==> config.mk <==
export PLATFORM = sky130hd
export DESIGN_NAME = wdtu_top
export DESIGN_NICKNAME = d
export VERILOG_FILES = /design/src/hw/wdtu_pkg.sv /design/src/hw/wdtu_prescaler.sv /design/src/hw/wdtu_top.sv
export SDC_FILE = /design/constraint.sdc
export NUM_CORES = 1
export LEC_CHECK = 0
export ABC_AREA = 1
export BUFFER_PORTS_ARGS = -buffer_cell sky130_fd_sc_hd__buf_2
export CAP_MARGIN = 10
export CORE_MARGIN = 1.5
export CORE_UTILIZATION = 35
export CTS_BUF_LIST = sky130_fd_sc_hd__clkbuf_16
export DETAILED_ROUTE_END_ITERATION = 8
export HOLD_SLACK_MARGIN = 0.03
export SYNTH_ARGS = -nofsm -noshare
export SYNTH_HDL_FRONTEND = slang
export SYNTH_SLANG_ARGS = --single-unit
==> constraint.sdc <==
create_clock -name core_clk -period 2.2 [get_ports core_clk]
set_clock_uncertainty 0.15 [all_clocks]
set_input_delay 0.44 -clock core_clk [delete_from_list [all_inputs] [get_ports core_clk]]
set_output_delay 0.44 -clock core_clk [all_outputs]
set_load 0.005 [all_outputs]
==> src/hw/wdtu_pkg.sv <==
// wdtu_pkg: constants and carrier types of the watchdog timer unit.
// assumes a single 20 MHz core clock and software commands that arrive
// as one-cycle strobes synchronous to that clock.
package wdtu_pkg;

	// core clock rate, kept for reference; no cycle count is derived from it
	localparam int unsigned CORE_CLK_HZ = 20_000_000;

	// counter geometry
	localparam int unsigned CNT_W = 16;
	localparam logic [15:0] CNT_ALL_ONES = 16'hffff;

	// the two fixed prescaler ratios and the prescaler width
	localparam int unsigned DIV_FAST = 256;
	localparam int unsigned DIV_SLOW = 16384;
	localparam int unsigned PRESC_W = 14;

	// reset defaults: fast ratio and reload 0xff00 give 256 ticks of
	// 256 clocks, i.e. 65536 clocks, about 6.5 ms at 10 MHz
	localparam logic RST_DIV_SLOW = 1'b0;
	localparam logic [15:0] RST_RELOAD = 16'hff00;

	// documented interval figures (for reference only; the bench does not read them)
	localparam int unsigned DEFAULT_INTERVAL_US = 6500;
	localparam int unsigned DEFAULT_REF_CLK_HZ = 10_000_000;
	localparam int unsigned SPAN_REF_CLK_HZ = 80_000_000;
	localparam int unsigned SPAN_MAX_MS = 13400;

	// watchdog sequence states
	typedef enum logic [1:0] {
		WDTU_ST_RUN = 2'b00,
		WDTU_ST_WARN = 2'b01,
		WDTU_ST_FIRED = 2'b10
	} wdtu_state_t;

	// one-cycle command strobes from the cpu
	typedef struct packed {
		logic service;
		logic disable_supervisor_instr;
		logic enable_supervisor_instr;
		logic cfg_write;
	} wdtu_cmd_t;

	// configuration word taken on cfg_write
	typedef struct packed {
		logic div_slow;
		logic [15:0] supervisor_reload_value;
	} wdtu_cfg_t;

endpackage

==> src/hw/wdtu_prescaler.sv <==
// wdtu_prescaler: divides the core clock by one of two fixed ratios and
// gives a one-cycle tick enable to the watchdog counter.
// assumes clear and run are synchronous levels from the parent.
`timescale 1ns/1ps
module wdtu_prescaler #(
	parameter int unsigned FAST_RATIO = wdtu_pkg::DIV_FAST,
	parameter int unsigned SLOW_RATIO = wdtu_pkg::DIV_SLOW
) (
	input wire logic core_clk,
	input wire logic rst_n,
	input wire logic run,
	input wire logic clear,
	input wire logic div_slow,
	output logic tick
);
	localparam logic [13:0] FAST_LAST = 14'(FAST_RATIO - 1);
	localparam logic [13:0] SLOW_LAST = 14'(SLOW_RATIO - 1);

	logic [wdtu_pkg::PRESC_W-1:0] div_reg;
	logic [wdtu_pkg::PRESC_W-1:0] last;

	// terminal count of the selected ratio
	assign last = div_slow ? SLOW_LAST : FAST_LAST;

	// divider: clear wins over counting so a service restarts a full tick
	always_ff @(posedge core_clk or negedge rst_n) begin
		if (!rst_n) begin
			div_reg <= '0;
			tick <= 1'b0;
		end else if (clear) begin
			div_reg <= '0; // see (RQ7)
			tick <= 1'b0;
		end else if (run) begin
			tick <= (div_reg >= last); // see (RQ5)
			div_reg <= (div_reg >= last) ? '0 : div_reg + 14'h1;
		end else begin
			tick <= 1'b0;
		end
	end
endmodule // wdtu_prescaler

==> src/hw/wdtu_top.sv <==
// wdtu_top: fail-safe watchdog timer unit with prewarning and reset request.
// assumes cpu commands are one-cycle strobes on core_clk and that rst_n is
// the application reset, which also clears a pending reset request.
//
// Summary of operation
// (RQ1) watchdog runs enabled straight after reset
// (RQ2) disable and enable commands act any time
// (RQ3) software services before each counter overflow
// (RQ4) overflow gives prewarning, then reset request
// (RQ5) 16-bit counter, prescaler divides 16384 or 256
// (RQ6) every load takes the programmable reload value
// (RQ7) service reloads counter and clears prescaler
// (RQ8) defaults give 6.5 ms at 10 MHz
// (RQ9) interval spans 3.2 us to 13.4 s
// (RQ10) counts up, overflow on wrap past all-ones
`timescale 1ns/1ps
module wdtu_top #(
	parameter int unsigned FAST_RATIO = wdtu_pkg::DIV_FAST,
	parameter int unsigned SLOW_RATIO = wdtu_pkg::DIV_SLOW
) (
	input wire logic core_clk,
	input wire logic rst_n,
	input wire wdtu_pkg::wdtu_cmd_t cmd,
	input wire wdtu_pkg::wdtu_cfg_t cfg,
	output logic prewarn_irq,
	output logic reset_req,
	output logic wd_enabled,
	output logic wd_warning,
	output logic [15:0] wd_count
);
	wdtu_pkg::wdtu_state_t state_reg;
	wdtu_pkg::wdtu_state_t state_next;
	logic [15:0] reload_reg;
	logic div_slow_reg;
	logic enabled_next;
	logic tick;
	logic overflow;
	logic service_ok;
	logic presc_clear;
	logic run;

	// the counter only advances while enabled and before the reset fires
	assign run = wd_enabled && (state_reg != wdtu_pkg::WDTU_ST_FIRED);

	// wrap past all-ones on a tick is the overflow event
	assign overflow = run && tick &&
		(wd_count == wdtu_pkg::CNT_ALL_ONES); // see (RQ10)

	// a service during the prewarning phase cannot undo the failure
	assign service_ok = cmd.service &&
		(state_reg == wdtu_pkg::WDTU_ST_RUN);

	// prescaler restarts on every accepted service and on every overflow
	assign presc_clear = service_ok || overflow; // see (RQ7)

	wdtu_prescaler #(
		.FAST_RATIO(FAST_RATIO),
		.SLOW_RATIO(SLOW_RATIO)
	) u_presc (
		.core_clk(core_clk),
		.rst_n(rst_n),
		.run(run),
		.clear(presc_clear),
		.div_slow(div_slow_reg),
		.tick(tick)
	);

	// configuration: reset defaults give the documented power-up interval
	always_ff @(posedge core_clk or negedge rst_n) begin
		if (!rst_n) begin
			reload_reg <= wdtu_pkg::RST_RELOAD; // see (RQ8)
			div_slow_reg <= wdtu_pkg::RST_DIV_SLOW; // see (RQ8)
		end else if (cmd.cfg_write) begin
			// any reload value and either ratio are allowed, see (RQ9)
			reload_reg <= cfg.supervisor_reload_value; // see (RQ6)
			div_slow_reg <= cfg.div_slow; // see (RQ5)
		end
	end

	// enable wins when both commands come together: fail-safe choice
	always_comb begin
		enabled_next = wd_enabled;
		if (cmd.disable_supervisor_instr) begin
			enabled_next = 1'b0; // see (RQ2)
		end
		if (cmd.enable_supervisor_instr) begin
			enabled_next = 1'b1; // see (RQ2)
		end
	end

	// enable flag comes up set with no software action
	always_ff @(posedge core_clk or negedge rst_n) begin
		if (!rst_n) begin
			wd_enabled <= 1'b1; // see (RQ1)
		end else begin
			wd_enabled <= enabled_next;
		end
	end

	// 16-bit up-counter; service and overflow reload it
	always_ff @(posedge core_clk or negedge rst_n) begin
		if (!rst_n) begin
			wd_count <= wdtu_pkg::RST_RELOAD; // see (RQ1)
		end else if (service_ok) begin
			wd_count <= reload_reg; // see (RQ7)
		end else if (overflow) begin
			// the prewarning phase is timed by a second reload interval
			wd_count <= reload_reg; // see (RQ6)
		end else if (run && tick) begin
			wd_count <= wd_count + 16'h1; // see (RQ10)
		end
	end

	// sequence: first overflow warns, second one fires the reset request
	always_comb begin
		state_next = state_reg;
		unique case (state_reg)
			wdtu_pkg::WDTU_ST_RUN: begin
				if (overflow) begin
					state_next = wdtu_pkg::WDTU_ST_WARN; // see (RQ4)
				end
			end
			wdtu_pkg::WDTU_ST_WARN: begin
				if (overflow) begin
					state_next = wdtu_pkg::WDTU_ST_FIRED; // see (RQ4)
				end
			end
			wdtu_pkg::WDTU_ST_FIRED: begin
				state_next = wdtu_pkg::WDTU_ST_FIRED;
			end
			default: begin
				state_next = wdtu_pkg::WDTU_ST_FIRED;
			end
		endcase
	end

	always_ff @(posedge core_clk or negedge rst_n) begin
		if (!rst_n) begin
			state_reg <= wdtu_pkg::WDTU_ST_RUN;
		end else begin
			state_reg <= state_next;
		end
	end

	// prewarning is a one-cycle pulse on the first overflow
	always_ff @(posedge core_clk or negedge rst_n) begin
		if (!rst_n) begin
			prewarn_irq <= 1'b0;
		end else begin
			prewarn_irq <= overflow &&
				(state_reg == wdtu_pkg::WDTU_ST_RUN); // see (RQ4)
		end
	end

	// reset request holds until the application reset clears it
	always_ff @(posedge core_clk or negedge rst_n) begin
		if (!rst_n) begin
			reset_req <= 1'b0;
		end else if (overflow && (state_reg == wdtu_pkg::WDTU_ST_WARN)) begin
			reset_req <= 1'b1; // see (RQ4)
		end
	end

	// warning status so software knows a service is now too late
	always_ff @(posedge core_clk or negedge rst_n) begin
		if (!rst_n) begin
			wd_warning <= 1'b0;
		end else begin
			wd_warning <= (state_next == wdtu_pkg::WDTU_ST_WARN);
		end
	end

	// a timely service keeps the sequence in the run state; see (RQ3)
endmodule // wdtu_top

==> results.json <==
{
  "ys_top_cells_by_area": "dfrtp_1, nand2_1, dfstp_2",
  "max_freq_ghz": 0.522,
  "min_from": "cmd[2]",
  "timing.rr.start": "div_slow_reg$_DFFE_PN0P_",
  "drc": 0,
  "grt_pass1_vias": 2728,
  "fin_crit_sh_pct": 87.0,
  "status": "finished clean",
  "place_congestion": 0.843,
  "hold_path_class": "input pin to register",
  "path_max_fanout": 12,
  "wl_per_cell_um": 12.2,
  "hold-path-cell-count": 2,
  "ys_ff_latch": 54,
  "final_util_pct": 40.8,
  "cts_sinks": 54,
  "grt_pass1_wl_um": 12200,
  "diodes": 0,
  "track_usage_pct": 15.0,
  "min_period_ns": 1.91,
  "max_slew_margin_pct": 67.4,
  "drtPass1Iterations": 4,
  "yosysTopAreaCell": "dfrtp_1",
  "post_dp_cell_area_sq_um": 3580,
  "cts_setup_buffers": 0,
  "ys_top_cells_by_count": "nand2_1, nor2_1, dfrtp_1",
  "ir_drop_mv": 0.381,
  "cts_buffers": 5,
  "hold_end": "wd_enabled$_DFFE_PN1P_",
  "postSynth.asyncResetShare_pct": 100,
  "rsz0062_at_grt": "no",
  "syn_area_sq_um": 3280,
  "maxCapViolCount": 0,
  "netlist_instances": 397,
  "cp-end-kind": "register",
  "grt_remaining_overflow": 0,
  "hold_viol": 0,
  "slew_violations": 0,
  "hpwl_um": 5010,
  "rows": 35,
  "r2r-end": "u_presc.div_reg[2]$_DFFE_PN0P_",
  "clock-root-buffer": "clkbuf_16",
  "syn-num-nets": 428,
  "synthMostInstantiatedCell": "nand2_1",
  "die_h_um": 99.9,
  "synth.avg_cell_area_sq_um": 8.27,
  "antenna_found_initial": 0,
  "tritoncts": "built",
  "fin_nets": 472,
  "cts.clk_slew.worst_paths_ns": 0.07,
  "htree_levels": 2,
  "worst-r2r-setup-slack_ns": 0.29,
  "areaGrowthSynthToFinish_pct": 13.8,
  "synth-edff-count": 0,
  "synth_cell_type_count": 28,
  "die_area_sq_um": 9970,
  "drt_wl_total_um": 6750,
  "ant_nets": 0,
  "synth-warning-count": 0,
  "register_area_sq_um": 1370,
  "setup_viol_count_final": 0,
  "grt_max_degree": 35,
  "worstSkewPairLatency_ns": 0.29,
  "crit_type": "register to register",
  "synth-seq-area-share_pct": 41.8,
  "netlist.area_leader.share_pct": 28.2,
  "io_pins": 43,
  "clockBufferDepth": 2,
  "num-fill-cells": 949,
  "via_count": 2620,
  "start_util_pct": 35.9,
  "p_leak_nw": 1.84,
  "drtIter0Drc": 90,
  "port-buffer-count": 42,
  "setup-tns-final_ns": 0,
  "cp_data_arrival_time_ns": 1.99,
  "worstMarginPinSlew_ns": 0.488,
  "vias_per_cell": 4.74,
  "core_area_sq_um": 9150,
  "synth_ff_type": "dfrtp_1",
  "fin_area_sq_um": 3740,
  "fp.dieW_um": 99.9,
  "reg2reg_depth": 11,
  "crit_required_ns": 2.28,
  "power_density_nw_per_um2": 601,
  "cp-start-kind": "register",
  "multiInputGateArea_sq_um": 1670,
  "drive_above_1_share_pct": 29.9
}
repair_timing:
action	in CTS	in global routing
resized for setup	0	3
endpoints found under the setup margin	0	12
endpoints found under the hold margin	16	0
hold buffers	1	0
how the worst max path moves through the flow:
| stage | start | to | slack (ns) | cells past startpoint |
|---|---|---|---|---|
| 3_3_place_gp | div_slow_reg$_DFFE_PN0P_ | u_presc.div_reg[1]$_DFFE_PN0P_ | 0.22 | 11 |
| 6_report | div_slow_reg$_DFFE_PN0P_ | u_presc.div_reg[2]$_DFFE_PN0P_ | 0.29 | 11 |
| 4_1_cts | div_slow_reg$_DFFE_PN0P_ | u_presc.div_reg[2]$_DFFE_PN0P_ | 0.08 | 11 |
| 2_1_floorplan | wd_count[0]$_DFFE_PN0P_ | wd_count[5]$_DFFE_PN0P_ | 0.52 | 9 |
| 5_1_grt | div_slow_reg$_DFFE_PN0P_ | u_presc.div_reg[2]$_DFFE_PN0P_ | 0.04 | 11 |
| 3_5_place_dp | div_slow_reg$_DFFE_PN0P_ | u_presc.div_reg[2]$_DFFE_PN0P_ | 0.10 | 11 |
per-layer routing:
metal	track usage (%)	wire [um]	part of all wire, %
met5	0	0	0
met4	3.90	59	0.87
met3	2.92	240	3.6
met2	26.6	3250	48
met1	18.8	3200	47
cells in the final DEF, fill, tap and decap left out:
| cell | n |
|---|---|
| buf_4 | 3 |
| ha_1 | 8 |
| xor2_1 | 10 |
| o21ai_0 | 6 |
| o211ai_1 | 1 |
| buf_12 | 1 |
| nor2_1 | 38 |
| mux2_2 | 16 |
| dfrtp_1 | 37 |
| clkinv_2 | 1 |
| buf_2 | 42 |
| inv_2 | 5 |
| a21oi_1 | 3 |
| nand3_2 | 14 |
| xnor2_1 | 8 |
| o31ai_1 | 1 |
| nor2_4 | 8 |
| nand2_4 | 2 |
| dlygate4sd3_1 | 1 |
| dfstp_2 | 17 |
| nor2_2 | 2 |
| nand3_1 | 28 |
| nand2_2 | 15 |
| clkinv_1 | 1 |
| clkbuf_16 | 5 |
| nand4_1 | 7 |
| nor3_1 | 1 |
| nand3_4 | 1 |
| inv_1 | 37 |
| nand2_1 | 122 |
| o21bai_1 | 1 |
critical path, cell delays in order (launching register included):
cell and delay (ns):
dfrtp_1 0.36, inv_1 0.18, ha_1 0.28, nand2_1 0.09, inv_1 0.05, nand2_1 0.06, nand2_1 0.05, nor2_1 0.13
nand2_2 0.19, nor2_4 0.18, nand3_1 0.09, nand2_1 0.06
per-stage QoR:
stage	power [mW]	worst slack [ns]	hold slack (ns)	instances
6_report	2.25	0.286	0.139	553
5_1_grt	2.37	0.0395	0.134	553
4_1_cts	2.27	0.0827	0.137	553
3_5_place_dp	1.51	0.100	0.276	544
3_3_place_gp	1.50	0.222	0.280	544
2_1_floorplan	1.38	0.523	-0.00559	397
where the power goes:
| group | internal (mW) | switching [mW] | leakage [nW] |
|---|---|---|---|
| combinational | 0.145 | 0.178 | 1.11 |
| clock | 0.413 | 0.343 | 0.0724 |
| sequential | 1.09 | 0.0751 | 0.658 |
| total | 1.65 | 0.596 | 1.84 |
layout make-up:
class	instances	area share (%)
clock buffer	5	3.35
clock inverter	3	0.335
inverter	41	4.12
multi-input combinational	292	44.7
timing repair buffer	47	7.03
sequential	54	36.7
tap	111	3.72
cell families (layout without fill, tap and decap cells):
group                    Yosys count  in the layout  synth area share, %
AO/OA/AOI/OAI                     12             12                 2.06
XOR/XNOR                          18             18                 4.80
adder cells (fa/ha/maj)            8              8                 3.05
buffers and inverters             51             96                 7.58
flip-flops                        54             54                 41.8
multiplexers                      16             16                 5.49
AND/OR/NAND/NOR                  238            238                 35.2
Note: power is estimated with default switching activity, not from simulation.
